==> src/fsp_pkg.sv <==
// Shared constants and types for the flash self-programming link
package fsp_pkg;
   // Control register bit positions
   localparam int CTL_CLR_BUF   = 4;
   localparam int CTL_RD_FUSE   = 3;
   localparam int CTL_PG_WRITE  = 2;
   localparam int CTL_PG_ERASE  = 1;
   localparam int CTL_SPM_EN    = 0;
   localparam int CTL_CMD_W     = 5;
   localparam logic [7:0] CTL_RESET = 8'h00;
   // Command patterns in the low five control bits
   localparam logic [4:0] PAT_CLR   = 5'h11;
   localparam logic [4:0] PAT_FUSE  = 5'h09;
   localparam logic [4:0] PAT_WRITE = 5'h05;
   localparam logic [4:0] PAT_ERASE = 5'h03;
   localparam logic [4:0] PAT_LOAD  = 5'h01;
   // Arming windows in clock cycles
   localparam logic [2:0] ARM_CYC    = 3'h4;
   localparam logic [2:0] RD_ARM_CYC = 3'h3;
   localparam logic [2:0] RD_LAST    = ARM_CYC - RD_ARM_CYC + 3'h1;
   // Pointer values for fuse and lock reads
   localparam logic [15:0] PTR_FUSE_LO = 16'h0000;
   localparam logic [15:0] PTR_LOCK    = 16'h0001;
   localparam logic [15:0] PTR_FUSE_HI = 16'h0003;
   localparam logic [15:0] ERASED_WORD = 16'hffff;
   localparam logic [7:0]  NO_FUSE     = 8'hff;
   // Programming time
   localparam real CLK_PERIOD_NS = 10.0;
   localparam real PROG_MIN_MS   = 3.7;
   localparam real PROG_MAX_MS   = 4.5;
   localparam int  PROG_MIN_CYC  =
      int'($ceil(PROG_MIN_MS * 1.0e6 / CLK_PERIOD_NS - 1.0e-6));
   localparam int  PROG_MAX_CYC  =
      int'($floor(PROG_MAX_MS * 1.0e6 / CLK_PERIOD_NS + 1.0e-6));
   // Controller register map (byte offsets)
   localparam logic [3:0] REG_CMD  = 4'h0;
   localparam logic [3:0] REG_PTR  = 4'h4;
   localparam logic [3:0] REG_DATA = 4'h8;
   localparam logic [3:0] REG_STAT = 4'hc;
   localparam int ST_BUSY = 0;
   localparam int ST_ERR  = 1;
   localparam int ST_STALL = 2;
   // Controller opcodes in command bits 2:0, fuse select in bits 5:4
   localparam logic [2:0] OP_LOAD  = 3'h1;
   localparam logic [2:0] OP_ERASE = 3'h2;
   localparam logic [2:0] OP_WRITE = 3'h3;
   localparam logic [2:0] OP_CLEAR = 3'h4;
   localparam logic [2:0] OP_FUSE  = 3'h5;
   localparam logic [2:0] OP_READ  = 3'h6;
   localparam logic [1:0] SEL_LOW  = 2'h0;
   localparam logic [1:0] SEL_LOCK = 2'h1;
   localparam logic [1:0] SEL_HIGH = 2'h2;
   localparam logic [1:0] RESP_OKAY   = 2'h0;
   localparam logic [1:0] RESP_SLVERR = 2'h2;
   typedef enum logic [1:0] {OPS_IDLE, OPS_ERASE, OPS_WRITE} fsp_op_e;
   typedef enum logic [1:0] {HS_IDLE, HS_CTRL, HS_ISSUE, HS_WAIT} fsp_host_e;
endpackage

==> src/fsp_link_if.sv <==
// Link between the CPU-side controller and the self-programming device
`timescale 1ns/1ns
interface fsp_link_if;
   logic        ctl_we;
   logic [7:0]  ctl_wdata;
   logic [7:0]  ctl_rdata;
   logic        store_req;
   logic        load_req;
   logic [15:0] pointer;
   logic [15:0] data_word;
   logic        stall;
   logic [7:0]  load_data;
   logic        load_valid;
   modport dev (
      input  ctl_we, ctl_wdata, store_req, load_req, pointer, data_word,
      output ctl_rdata, stall, load_data, load_valid
   );
   modport cpu (
      output ctl_we, ctl_wdata, store_req, load_req, pointer, data_word,
      input  ctl_rdata, stall, load_data, load_valid
   );
endinterface

==> src/fsp_host.sv <==
// CPU-side controller: AXI4-Lite registers driving the self-programming link
`timescale 1ns/1ns
module fsp_host
   import fsp_pkg::*;
#(
   parameter int FLASH_WORDS = 1024,
   parameter int PAGE_WORDS  = 16,
   parameter int AXI_ADDR_W  = 4
) (
   input  wire logic                  i_sys_clk,
   input  wire logic                  i_rst_b,
   fsp_link_if.cpu                    lnk,
   input  wire logic                  i_s_axi_awvalid,
   output logic                       o_s_axi_awready,
   input  wire logic [AXI_ADDR_W-1:0] i_s_axi_awaddr,
   input  wire logic                  i_s_axi_wvalid,
   output logic                       o_s_axi_wready,
   input  wire logic [31:0]           i_s_axi_wdata,
   input  wire logic [3:0]            i_s_axi_wstrb,
   output logic                       o_s_axi_bvalid,
   input  wire logic                  i_s_axi_bready,
   output logic [1:0]                 o_s_axi_bresp,
   input  wire logic                  i_s_axi_arvalid,
   output logic                       o_s_axi_arready,
   input  wire logic [AXI_ADDR_W-1:0] i_s_axi_araddr,
   output logic                       o_s_axi_rvalid,
   input  wire logic                  i_s_axi_rready,
   output logic [31:0]                o_s_axi_rdata,
   output logic [1:0]                 o_s_axi_rresp
);

   localparam int WB = $clog2(PAGE_WORDS);
   localparam int PB = $clog2(FLASH_WORDS / PAGE_WORDS);
   localparam logic [15:0] PAGE_MASK = 16'(((1 << PB) - 1) << (WB + 1));

   if (AXI_ADDR_W < 4 || PAGE_WORDS < 2 || WB + PB > 15) begin : g_bad_cfg
      $error("fsp_host: unsupported parameters");
   end

   logic aw_rdy_ff, aw_have_ff, w_rdy_ff, w_have_ff, bvalid_ff;
   logic ar_rdy_ff, rvalid_ff, err_ff;
   logic [AXI_ADDR_W-1:0] aw_addr_ff;
   logic [31:0] w_data_ff, rdata_ff;
   logic [3:0]  w_strb_ff;
   logic [1:0]  bresp_ff, rresp_ff;
   logic [15:0] ptr_ff, data_ff, ptr_out_ff, data_out_ff;
   logic [7:0]  ctl_out_ff, rd_byte_ff;
   logic        ctl_we_ff, store_ff, load_ff;
   logic [2:0]  op_ff;
   logic [PAGE_WORDS-1:0] mask_ff;
   fsp_host_e   st_ff;
   logic        do_wr, wr_ok, cmd_wr, cmd_ok;
   logic [2:0]  op;
   logic [1:0]  sel;
   logic [3:0]  wa;

   function automatic logic mapped(input logic [AXI_ADDR_W-1:0] a);
      return (a >> 4) == '0 && a[1:0] == 2'h0;
   endfunction

   function automatic logic [4:0] pattern(input logic [2:0] o);
      case (o)
         OP_LOAD:  return PAT_LOAD;
         OP_ERASE: return PAT_ERASE;
         OP_WRITE: return PAT_WRITE;
         OP_CLEAR: return PAT_CLR;
         OP_FUSE:  return PAT_FUSE;
         default:  return 5'h00;
      endcase
   endfunction

   // Write address and data are taken independently, answered together
   always_ff @(posedge i_sys_clk) begin
      if (!i_rst_b) begin
         aw_rdy_ff <= 1'b0; aw_have_ff <= 1'b0; aw_addr_ff <= '0;
         w_rdy_ff <= 1'b0; w_have_ff <= 1'b0; w_data_ff <= 32'h0; w_strb_ff <= 4'h0;
         bvalid_ff <= 1'b0; bresp_ff <= RESP_OKAY;
      end else begin
         if (aw_rdy_ff && i_s_axi_awvalid) begin
            aw_rdy_ff <= 1'b0; aw_have_ff <= 1'b1; aw_addr_ff <= i_s_axi_awaddr;
         end else if (!aw_have_ff && !bvalid_ff) begin
            aw_rdy_ff <= 1'b1;
         end
         if (w_rdy_ff && i_s_axi_wvalid) begin
            w_rdy_ff <= 1'b0; w_have_ff <= 1'b1;
            w_data_ff <= i_s_axi_wdata; w_strb_ff <= i_s_axi_wstrb;
         end else if (!w_have_ff && !bvalid_ff) begin
            w_rdy_ff <= 1'b1;
         end
         if (do_wr) begin
            aw_have_ff <= 1'b0; w_have_ff <= 1'b0; bvalid_ff <= 1'b1;
            bresp_ff <= mapped(aw_addr_ff) ? RESP_OKAY : RESP_SLVERR;
         end else if (bvalid_ff && i_s_axi_bready) begin
            bvalid_ff <= 1'b0;
         end
      end
   end

   assign do_wr  = aw_have_ff && w_have_ff && !bvalid_ff;
   assign wa     = aw_addr_ff[3:0];
   assign wr_ok  = do_wr && mapped(aw_addr_ff);
   assign cmd_wr = wr_ok && wa == REG_CMD && w_strb_ff[0];
   assign op     = w_data_ff[2:0];
   assign sel    = w_data_ff[5:4];
   // Refuse a reload of a filled slot and anything while busy
   assign cmd_ok = cmd_wr && st_ff == HS_IDLE && op >= OP_LOAD && op <= OP_READ &&
                   !(op == OP_LOAD && mask_ff[ptr_ff[WB:1]]);

   always_ff @(posedge i_sys_clk) begin
      if (!i_rst_b) begin
         ptr_ff <= 16'h0000; data_ff <= 16'h0000; err_ff <= 1'b0; mask_ff <= '0;
      end else begin
         for (int b = 0; b < 2; b++) begin
            if (wr_ok && wa == REG_PTR && w_strb_ff[b]) ptr_ff[8*b +: 8] <= w_data_ff[8*b +: 8];
            if (wr_ok && wa == REG_DATA && w_strb_ff[b]) data_ff[8*b +: 8] <= w_data_ff[8*b +: 8];
         end
         if (cmd_wr && !cmd_ok) begin
            err_ff <= 1'b1;
         end else if (wr_ok && wa == REG_STAT && w_strb_ff[0] && w_data_ff[ST_ERR]) begin
            err_ff <= 1'b0;
         end
         if (cmd_ok && (op == OP_CLEAR || op == OP_WRITE)) begin
            mask_ff <= '0;
         end else if (cmd_ok && op == OP_LOAD) begin
            mask_ff[ptr_ff[WB:1]] <= 1'b1;
         end
      end
   end

   // Command sequencer: arm the control register, then issue within the window
   always_ff @(posedge i_sys_clk) begin
      if (!i_rst_b) begin
         st_ff <= HS_IDLE; op_ff <= 3'h0; ctl_we_ff <= 1'b0; ctl_out_ff <= CTL_RESET;
         store_ff <= 1'b0; load_ff <= 1'b0; ptr_out_ff <= 16'h0000;
         data_out_ff <= 16'h0000; rd_byte_ff <= 8'h00;
      end else begin
         case (st_ff)
            HS_IDLE: if (cmd_ok) begin
               op_ff       <= op;
               ctl_we_ff   <= (op != OP_READ);
               ctl_out_ff  <= {3'h0, pattern(op)};
               data_out_ff <= data_ff;
               st_ff       <= HS_CTRL;
               if (op == OP_WRITE) begin
                  ptr_out_ff <= ptr_ff & PAGE_MASK;
               end else if (op == OP_FUSE) begin
                  ptr_out_ff <= (sel == SEL_LOCK) ? PTR_LOCK :
                                (sel == SEL_HIGH) ? PTR_FUSE_HI : PTR_FUSE_LO;
               end else begin
                  ptr_out_ff <= ptr_ff;
               end
            end
            HS_CTRL: begin
               ctl_we_ff <= 1'b0;
               // Issued one cycle after the control write, inside every window
               store_ff  <= (op_ff == OP_LOAD || op_ff == OP_ERASE ||
                             op_ff == OP_WRITE);
               load_ff   <= (op_ff == OP_FUSE || op_ff == OP_READ);
               st_ff     <= HS_ISSUE;
            end
            HS_ISSUE: begin
               store_ff <= 1'b0;
               load_ff  <= 1'b0;
               // Stall and load answer only show a cycle after the issue
               st_ff    <= HS_WAIT;
            end
            HS_WAIT: begin
               if (lnk.load_valid) rd_byte_ff <= lnk.load_data;
               if (!lnk.stall) st_ff <= HS_IDLE;
            end
            default: st_ff <= HS_IDLE;
         endcase
      end
   end

   // Register read port
   always_ff @(posedge i_sys_clk) begin
      if (!i_rst_b) begin
         ar_rdy_ff <= 1'b0; rvalid_ff <= 1'b0; rdata_ff <= 32'h0; rresp_ff <= RESP_OKAY;
      end else if (ar_rdy_ff && i_s_axi_arvalid) begin
         ar_rdy_ff <= 1'b0;
         rvalid_ff <= 1'b1;
         rresp_ff  <= mapped(i_s_axi_araddr) ? RESP_OKAY : RESP_SLVERR;
         case (i_s_axi_araddr[3:0])
            REG_CMD:  rdata_ff <= {29'h0, op_ff};
            REG_PTR:  rdata_ff <= {16'h0, ptr_ff};
            REG_DATA: rdata_ff <= {16'h0, data_ff};
            REG_STAT: rdata_ff <= {8'h0, lnk.ctl_rdata, rd_byte_ff, 5'h0,
                                   lnk.stall, err_ff, st_ff != HS_IDLE};
            default:  rdata_ff <= 32'h0;
         endcase
         if (!mapped(i_s_axi_araddr)) rdata_ff <= 32'h0;
      end else if (rvalid_ff && i_s_axi_rready) begin
         rvalid_ff <= 1'b0;
      end else if (!rvalid_ff) begin
         ar_rdy_ff <= 1'b1;
      end
   end

   assign o_s_axi_awready = aw_rdy_ff;
   assign o_s_axi_wready  = w_rdy_ff;
   assign o_s_axi_bvalid  = bvalid_ff;
   assign o_s_axi_bresp   = bresp_ff;
   assign o_s_axi_arready = ar_rdy_ff;
   assign o_s_axi_rvalid  = rvalid_ff;
   assign o_s_axi_rdata   = rdata_ff;
   assign o_s_axi_rresp   = rresp_ff;
   assign lnk.ctl_we      = ctl_we_ff;
   assign lnk.ctl_wdata   = ctl_out_ff;
   assign lnk.store_req   = store_ff;
   assign lnk.load_req    = load_ff;
   assign lnk.pointer     = ptr_out_ff;
   assign lnk.data_word   = data_out_ff;

endmodule

==> src/flat_wrapper.sv <==
// flat-port wrapper written by rule: the top's interface ports become plain ports
module fsp_host_flat import fsp_pkg::*;
#(
   parameter int FLASH_WORDS = 1024,
   parameter int PAGE_WORDS  = 16,
   parameter int AXI_ADDR_W  = 4
)
  (i_sys_clk, i_rst_b, i_s_axi_awvalid, o_s_axi_awready, i_s_axi_awaddr, i_s_axi_wvalid, o_s_axi_wready, i_s_axi_wdata, i_s_axi_wstrb, o_s_axi_bvalid, i_s_axi_bready, o_s_axi_bresp, i_s_axi_arvalid, o_s_axi_arready, i_s_axi_araddr, o_s_axi_rvalid, i_s_axi_rready, o_s_axi_rdata, o_s_axi_rresp, lnk_ctl_we, lnk_ctl_wdata, lnk_store_req, lnk_load_req, lnk_pointer, lnk_data_word, lnk_ctl_rdata, lnk_stall, lnk_load_data, lnk_load_valid);
  fsp_link_if lnk_i ();
  input  wire logic i_sys_clk;
  input  wire logic i_rst_b;
  input  wire logic i_s_axi_awvalid;
  output logic o_s_axi_awready;
  input  wire logic [AXI_ADDR_W-1:0] i_s_axi_awaddr;
  input  wire logic i_s_axi_wvalid;
  output logic o_s_axi_wready;
  input  wire logic [31:0] i_s_axi_wdata;
  input  wire logic [3:0] i_s_axi_wstrb;
  output logic o_s_axi_bvalid;
  input  wire logic i_s_axi_bready;
  output logic [1:0] o_s_axi_bresp;
  input  wire logic i_s_axi_arvalid;
  output logic o_s_axi_arready;
  input  wire logic [AXI_ADDR_W-1:0] i_s_axi_araddr;
  output logic o_s_axi_rvalid;
  input  wire logic i_s_axi_rready;
  output logic [31:0] o_s_axi_rdata;
  output logic [1:0] o_s_axi_rresp;
  output wire logic [$bits(lnk_i.ctl_we)-1:0] lnk_ctl_we;
  output wire logic [$bits(lnk_i.ctl_wdata)-1:0] lnk_ctl_wdata;
  output wire logic [$bits(lnk_i.store_req)-1:0] lnk_store_req;
  output wire logic [$bits(lnk_i.load_req)-1:0] lnk_load_req;
  output wire logic [$bits(lnk_i.pointer)-1:0] lnk_pointer;
  output wire logic [$bits(lnk_i.data_word)-1:0] lnk_data_word;
  input wire logic [$bits(lnk_i.ctl_rdata)-1:0] lnk_ctl_rdata;
  input wire logic [$bits(lnk_i.stall)-1:0] lnk_stall;
  input wire logic [$bits(lnk_i.load_data)-1:0] lnk_load_data;
  input wire logic [$bits(lnk_i.load_valid)-1:0] lnk_load_valid;
  assign lnk_ctl_we = lnk_i.ctl_we;
  assign lnk_ctl_wdata = lnk_i.ctl_wdata;
  assign lnk_store_req = lnk_i.store_req;
  assign lnk_load_req = lnk_i.load_req;
  assign lnk_pointer = lnk_i.pointer;
  assign lnk_data_word = lnk_i.data_word;
  assign lnk_i.ctl_rdata = lnk_ctl_rdata;
  assign lnk_i.stall = lnk_stall;
  assign lnk_i.load_data = lnk_load_data;
  assign lnk_i.load_valid = lnk_load_valid;
  fsp_host #(.FLASH_WORDS(FLASH_WORDS), .PAGE_WORDS(PAGE_WORDS), .AXI_ADDR_W(AXI_ADDR_W)) u_core (.i_sys_clk(i_sys_clk), .i_rst_b(i_rst_b), .lnk(lnk_i), .i_s_axi_awvalid(i_s_axi_awvalid), .o_s_axi_awready(o_s_axi_awready), .i_s_axi_awaddr(i_s_axi_awaddr), .i_s_axi_wvalid(i_s_axi_wvalid), .o_s_axi_wready(o_s_axi_wready), .i_s_axi_wdata(i_s_axi_wdata), .i_s_axi_wstrb(i_s_axi_wstrb), .o_s_axi_bvalid(o_s_axi_bvalid), .i_s_axi_bready(i_s_axi_bready), .o_s_axi_bresp(o_s_axi_bresp), .i_s_axi_arvalid(i_s_axi_arvalid), .o_s_axi_arready(o_s_axi_arready), .i_s_axi_araddr(i_s_axi_araddr), .o_s_axi_rvalid(o_s_axi_rvalid), .i_s_axi_rready(i_s_axi_rready), .o_s_axi_rdata(o_s_axi_rdata), .o_s_axi_rresp(o_s_axi_rresp));
endmodule
==> config.mk <==
export PLATFORM = sky130hd
export DESIGN_NAME = fsp_host_flat
export DESIGN_NICKNAME = d
export VERILOG_FILES = /design/src/fsp_pkg.sv /design/src/fsp_link_if.sv /design/src/fsp_host.sv /design/src/flat_wrapper.sv
export SDC_FILE = /design/constraint.sdc
export NUM_CORES = 1
export LEC_CHECK = 0
export CORE_MARGIN = 4
export CORE_UTILIZATION = 55
export CTS_BUF_LIST = sky130_fd_sc_hd__clkbuf_8
export DETAILED_ROUTE_END_ITERATION = 10
export DONT_BUFFER_PORTS = 1
export PLACE_DENSITY = 0.75
export SLEW_MARGIN = 20
export SYNTH_ARGS = -nofsm -noshare
export SYNTH_HDL_FRONTEND = slang
export SYNTH_SLANG_ARGS = --single-unit
==> constraint.sdc <==
create_clock -name i_sys_clk -period 1.95 [get_ports i_sys_clk]
set_input_delay 0.0975 -clock i_sys_clk [delete_from_list [all_inputs] [get_ports i_sys_clk]]
set_output_delay 0.0975 -clock i_sys_clk [all_outputs]
set_load 0.02 [all_outputs]
# Yosys cells after proc, flatten, opt, wreduce, memory -nomap -nowiden

Cells that the tools add are included.
Widths: inputs -> output; s select.

Flip-flop bits (word level): 167
Input bits: 69
Output and inout bits: 84

Magnitude comparators: 4
Eq/ne operators: 24
Mux-type cells: 26
Bitwise operators: 4
Reduce and logical (&&, ||, !) cells: 60

Operator list:

| cell               | count |
|---|---|
| $pmux 24 s4        | 1 |
| $mux 16            | 3 |
| $logic_and 1x1->1  | 30 |
| $pmux 5 s5         | 1 |
| $mux 24            | 1 |
| $eq 4x4->1 const B | 4 |
| $or 16x16->16      | 1 |
| $eq 3x2->1 const B | 4 |
| $eq 3x3->1 const B | 4 |
| $reduce_bool 2->1  | 6 |
| $mux 2             | 5 |
| $reduce_and 2->1   | 5 |
| $reduce_or 2->1    | 5 |
| $mux 1             | 9 |
| $eq 4x3->1 const B | 2 |
| $logic_not 4->1    | 2 |
| $pmux 2 s4         | 1 |
| $eq 2x2->1 const B | 3 |
| $eq 3x1->1 const B | 2 |
| $logic_not 2->1    | 3 |
| $pmux 1 s2         | 3 |
| $logic_not 1->1    | 5 |
| $lt 4x5->1 const B | 1 |
| $bmux 1 s4         | 1 |
| other kinds (10)   | 16 |

# Logic depth before layout (Yosys ltp)

Word-level depth: 12
Mapped depth: 11
Gate-level depth less buffers: 7

# Worst setup path before layout

No wires, ideal clock.

Path kind: flip-flop to flip-flop
From: reg u_core.bvalid_ff, in the netlist u_core.o_s_axi_bvalid
To: reg u_core.ptr_out_ff[0], in the netlist u_core.lnk.pointer[0]
Setup time: 70 ps
Arrival time: 2089 ps
Required time: 1880 ps
Slack: -210 ps
Stages on the path, launching flop included: 9
Clock period less this slack: 2160 ps
Cells stage by stage: dfxtp_1 and3b_1 clkbuf_1 and4b_1 o211ai_2 a311o_1 buf_6 or3_1 a21oi_1

Cells in the longest elaborated chain, start to end: 10

RTL lines:

| item                           | RTL line        | RTL |
|---|---|---|
| start: declaration             | fsp_host.sv:40  | `logic aw_rdy_ff, aw_have_ff, w_rdy_ff, w_have_ff, bvalid_ff;` |
| start signal: assignment       | fsp_host.sv:77  | `bvalid_ff <= 1'b0; bresp_ff <= RESP_OKAY;` |
| start signal: assignment       | fsp_host.sv:91  | `aw_have_ff <= 1'b0; w_have_ff <= 1'b0; bvalid_ff <= 1'b1;` |
| start signal: assignment       | fsp_host.sv:94  | `bvalid_ff <= 1'b0;` |
| $logic_not 1->1                | fsp_host.sv:99  | `assign do_wr = aw_have_ff && w_have_ff && !bvalid_ff;` |
| $logic_and 1x1->1              | fsp_host.sv:99  |  |
| $logic_and 1x1->1              | fsp_host.sv:101 | `assign wr_ok = do_wr && mapped(aw_addr_ff);` |
| $logic_and 1x1->1 (2 in a row) | fsp_host.sv:102 | `assign cmd_wr = wr_ok && wa == REG_CMD && w_strb_ff[0];` |
| $logic_and 1x1->1 (4 in a row) | fsp_host.sv:106 | `assign cmd_ok = cmd_wr && st_ff == HS_IDLE && op >= OP_LOAD && op <= OP_READ &&` |
| $reduce_and 2->1 (no line)     | --              |  |
| end signal: assignment         | fsp_host.sv:145 | `ptr_out_ff <= ptr_ff & PAGE_MASK;` |
| end signal: assignment         | fsp_host.sv:147 | `ptr_out_ff <= (sel == SEL_LOCK) ? PTR_LOCK :` |
| end signal: assignment         | fsp_host.sv:150 | `ptr_out_ff <= ptr_ff;` |
| end: declaration               | fsp_host.sv:46  | `logic [15:0] ptr_ff, data_ff, ptr_out_ff, data_out_ff;` |

Every way passes these cells.
A chain may end at the register's enable or synchronous reset.

# Final worst setup path

From: reg u_core.ptr_ff[1]
To: reg u_core.mask_ff[7]

Cells in the longest elaborated chain, start to end: 7
Elaborated cells between the ends (all ways): 14
Classes of those cells: order compare: 2; mux: 4; bitwise: 1; reduce/logical: 7

RTL lines:

| item                                               | RTL line        | RTL |
|---|---|---|
| start: declaration                                 | fsp_host.sv:46  |  |
| start signal: indexed assignment                   | fsp_host.sv:114 | `if (wr_ok && wa == REG_PTR && w_strb_ff[b]) ptr_ff[8*b +: 8] <= w_data_ff[8*b +: 8];` |
| branches (longest 7 deep; another with $lt 4x5->1) | --              |  |
| end signal: assignment                             | fsp_host.sv:111 | `ptr_ff <= 16'h0000; data_ff <= 16'h0000; err_ff <= 1'b0; mask_ff <= '0;` |
| end signal: assignment                             | fsp_host.sv:123 | `mask_ff <= '0;` |
| end signal: indexed assignment                     | fsp_host.sv:125 | `mask_ff[ptr_ff[WB:1]] <= 1'b1;` |
| end: declaration                                   | fsp_host.sv:50  | `logic [PAGE_WORDS-1:0] mask_ff;` |

Several ways; the timed one is not identified. The select of a mux whose other input is x is not followed.

==> flow_summary.ini <==
[outcome]
status = finished with violations
failed_checks = negative setup slack

[worst_setup_path]
cp.arrival_ns = 2.57
critical_path_class = register to register
cp-end-kind = register
cp-start-kind = register
cp.required_ns = 2.29
crit_fanout = 16

[final_layout]
post-route-util_pct = 72.97
nets = 888
synthToLayoutAreaGrowth_pct = 30.20
finalInstanceArea_um2 = 8297
layout.cells.non_filler = 967
drive_gt1_share_pct = 20.90

[logic_synthesis]
yosys.area.top_type = dfxtp_1
ys_types = 47
yosysSeqAreaShare_pct = 49.32
synth.avg_cell_area_um2 = 8.863
synthMuxAreaShare_pct = 8.973
synth_cells = 719
async_flop_share_pct = 0
synthFlopType = dfxtp_1
ys_seq_elements = 157
synthXorXnorAreaFrac_pct = 0.1374
synth_top_area_share_pct = 49.32
yosys.area_share.simple_pct = 19.60
synth_top_family_by_area = simple AND/OR/NAND/NOR gates
syn-cell-area_um2 = 6372
synth_enable_flop_cells = 0
synth-warning-count = 0
synth_compound_area_share_pct = 14.71
synth_fa_ha_area_share_pct = 1.374
synthTopCellsByArea = dfxtp_1 (49%), nand2_1 (7.3%), a21oi_1 (6.4%)

[sta]
rsz0062_at_grt = true
finalHoldViolations = 0
min_period_over_period_pct = 114.2
drv_slew = 0
finClkSkew_ns = 0.01615
setup_viol = 60
max_slew_margin_pct = 32.83
setup_ws_ns = -0.2769
whs_ns = 0.02640
final.min_clock_period_ns = 2.227
worstMarginPinSlew_ns = 1.005
fmax_mhz = 449.1

[grt]
overflow = 0
grt_pass1_wl_mm = 29.15
grt_max_degree = 119
antenna_found_initial = 0
grt_pass1_vias = 5684
track_usage_pct = 28.20

[routing]
drc = 0
wire_per_inst_um = 19.62
firstDrtPassIters = 6
vias = 5792
drt-total-wl_mm = 18.98
ant_nets = 0
via_per_inst = 5.990
drt_iter0_drc = 543

[die]
num_rows = 39
core-area_um2 = 11370
fp.dieH_um = 115.6
io_pins = 153
initial_utilization_pct = 56.05
die_x_um = 115.6
die_area_um2 = 13370

[placed_design]
placedCellCount = 860
place_area_um2 = 6809
hpwl_mm = 11.80
io_buffers = 0
gp_congestion = 0.8758

[min_path]
hp-class = primary input to register

[power_and_ir_drop]
power_frac_comb_pct = 8.2
intPower_mw = 4.690
leakagePower_nw = 3.082
clock_power_share_pct = 38.7
switchingPower_mw = 1.529
swShare_pct = 24.58
pwr-share-seq_pct = 53.1
cellPowerDensity_nw_per_um2 = 749.5
finalPower_mw = 6.219
peakVddDrop_mv = 0.5557

[clock_network]
clock_sinks = 157
htree_levels = 4
cts.clk_slew.worst_paths_ns = 0.08
root_buffer = clkbuf_8
tritoncts = yes
cts_max_path_buffers = 2
clk_latency_ns = 0.46
numCtsBuffers = 17

[flow_run]
max_cap_violations = 0
-- layout by cell type, fill, tap and decap left out, types with 10 or more instances in the layout --
cell type / instances
dfxtp_1: 151
clkbuf_8: 20
a22o_1: 11
inv_1: 12
o21a_1: 16
conb_1: 13
a21oi_1: 74
nand2_1: 122
buf_4: 46
a22oi_1: 13
o21ai_0: 15
nand3_2: 13
mux2i_1: 34
dlygate4sd3_1: 66
nand3_1: 19
nor4_4: 10
nor2_1: 55
-- worst paths after layout --
kind                        start                       to  slack, ns  cells past startpoint
max reg2reg      u_core.ptr_ff[1]        u_core.mask_ff[7]      -0.28                      9
min reg2reg  u_core.rd_byte_ff[3]     u_core.rd_byte_ff[3]       0.46                      2
max              u_core.ptr_ff[1]        u_core.mask_ff[7]      -0.28                      9
min             i_s_axi_araddr[2]  u_core.o_s_axi_rdata[4]       0.03                      3
-- power groups by stage --
| stage | combinational [mW] | clock [mW] | sequential, mW |
|---|---|---|---|
| final | 0.509 | 2.41 | 3.30 |
| after global routing | 0.552 | 2.58 | 3.31 |
| after CTS | 0.478 | 2.43 | 3.30 |
| after detailed placement | 0.370 | 0 | 3.37 |
| after global placement | 0.354 | 0 | 3.37 |
| after floorplan | 0.281 | 0 | 3.37 |
-- critical path: stages (launching register included) --
cell	delay, ns
dfxtp_4	0.38
mux4_2	0.53
mux2i_4	0.18
nor3b_4	0.06
buf_4	0.14
a311oi_4	0.22
buf_6	0.22
a21oi_4	0.08
buf_12	0.18
o21a_1	0.13
-- logic make-up (layout without fill, tap and decap cells) --
kind of cell	Yosys count	in the layout
other	1	14
multiplexers	49	49
adder cells (fa/ha/maj)	7	7
buffers and inverters	77	169
XOR/XNOR	1	1
flip-flops	157	157
AND/OR/NAND/NOR	276	276
AO/OA/AOI/OAI	151	151
-- cells in the mapped netlist (all sizes together) (13+ instances only) --
library cell and count:
dfxtp 157, nand2 124, a21oi 83, nor2 58, clkbuf 36, mux2i 35, nand3 32, buf 28
nor4 17, a22oi 16, o21a 16, o21ai 15, inv 13
-- layer usage --
layer / track usage, % / up-vias / routed length [um]
li1: - / 2661 / -
met1: 34.71 / 2725 / 7332
met2: 45.91 / 337 / 8967
met3: 8.407 / 69 / 1894
met4: 12.68 / 0 / 781
met5: 0 / - / 0
-- metrics by stage --
stage	worst slack, ns	TNS (ns)
floorplan	-0.1003	-3.911
detailed placement	-0.2846	-12.17
finish	-0.2769	-12.40
global placement	-0.1955	-9.200
global route	-0.3616	-16.02
CTS	-0.2401	-12.71
-- registers in the layout, summed over array words and instances (netlist names), 2 cells and up --
register / flops
u_core.lnk.data_word: 16
u_core.rd_byte_ff: 8
u_core.w_data_ff: 16
u_core.aw_addr_ff: 4
u_core.o_s_axi_rdata: 24
u_core.lnk.ctl_wdata: 5
u_core.ptr_ff: 16
u_core.op_ff: 3
u_core.st_ff: 2
u_core.w_strb_ff: 2
u_core.lnk.pointer: 16
u_core.mask_ff: 16
u_core.data_ff: 16
-- final cells by class --
| cell class | count | area, um^2 |
|---|---|---|
| diodes | 1 | 2.502 |
| clock buffers | 20 | 275.3 |
| clock inverters | 10 | 113.9 |
| fillers | 791 | 3073 |
| inverters | 13 | 50.05 |
| multi-input cells | 497 | 3273 |
| flip-flops and latches | 157 | 3158 |
| well taps | 143 | 178.9 |
| repair buffers | 126 | 1245 |
-- repair_timing --
| action | 4_1_cts | 5_1_grt |
|---|---|---|
| gates resized for setup | 41 | 23 |
| gates cloned | 4 | 0 |
| hold buffers | 66 | 0 |
| setup buffers | 5 | 1 |
| pin swaps | 38 | 9 |
| endpoints found under the hold margin | 59 | 0 |
| setup endpoints to repair | 60 | 60 |
No activity file was read; power rests on OpenSTA's default activity.
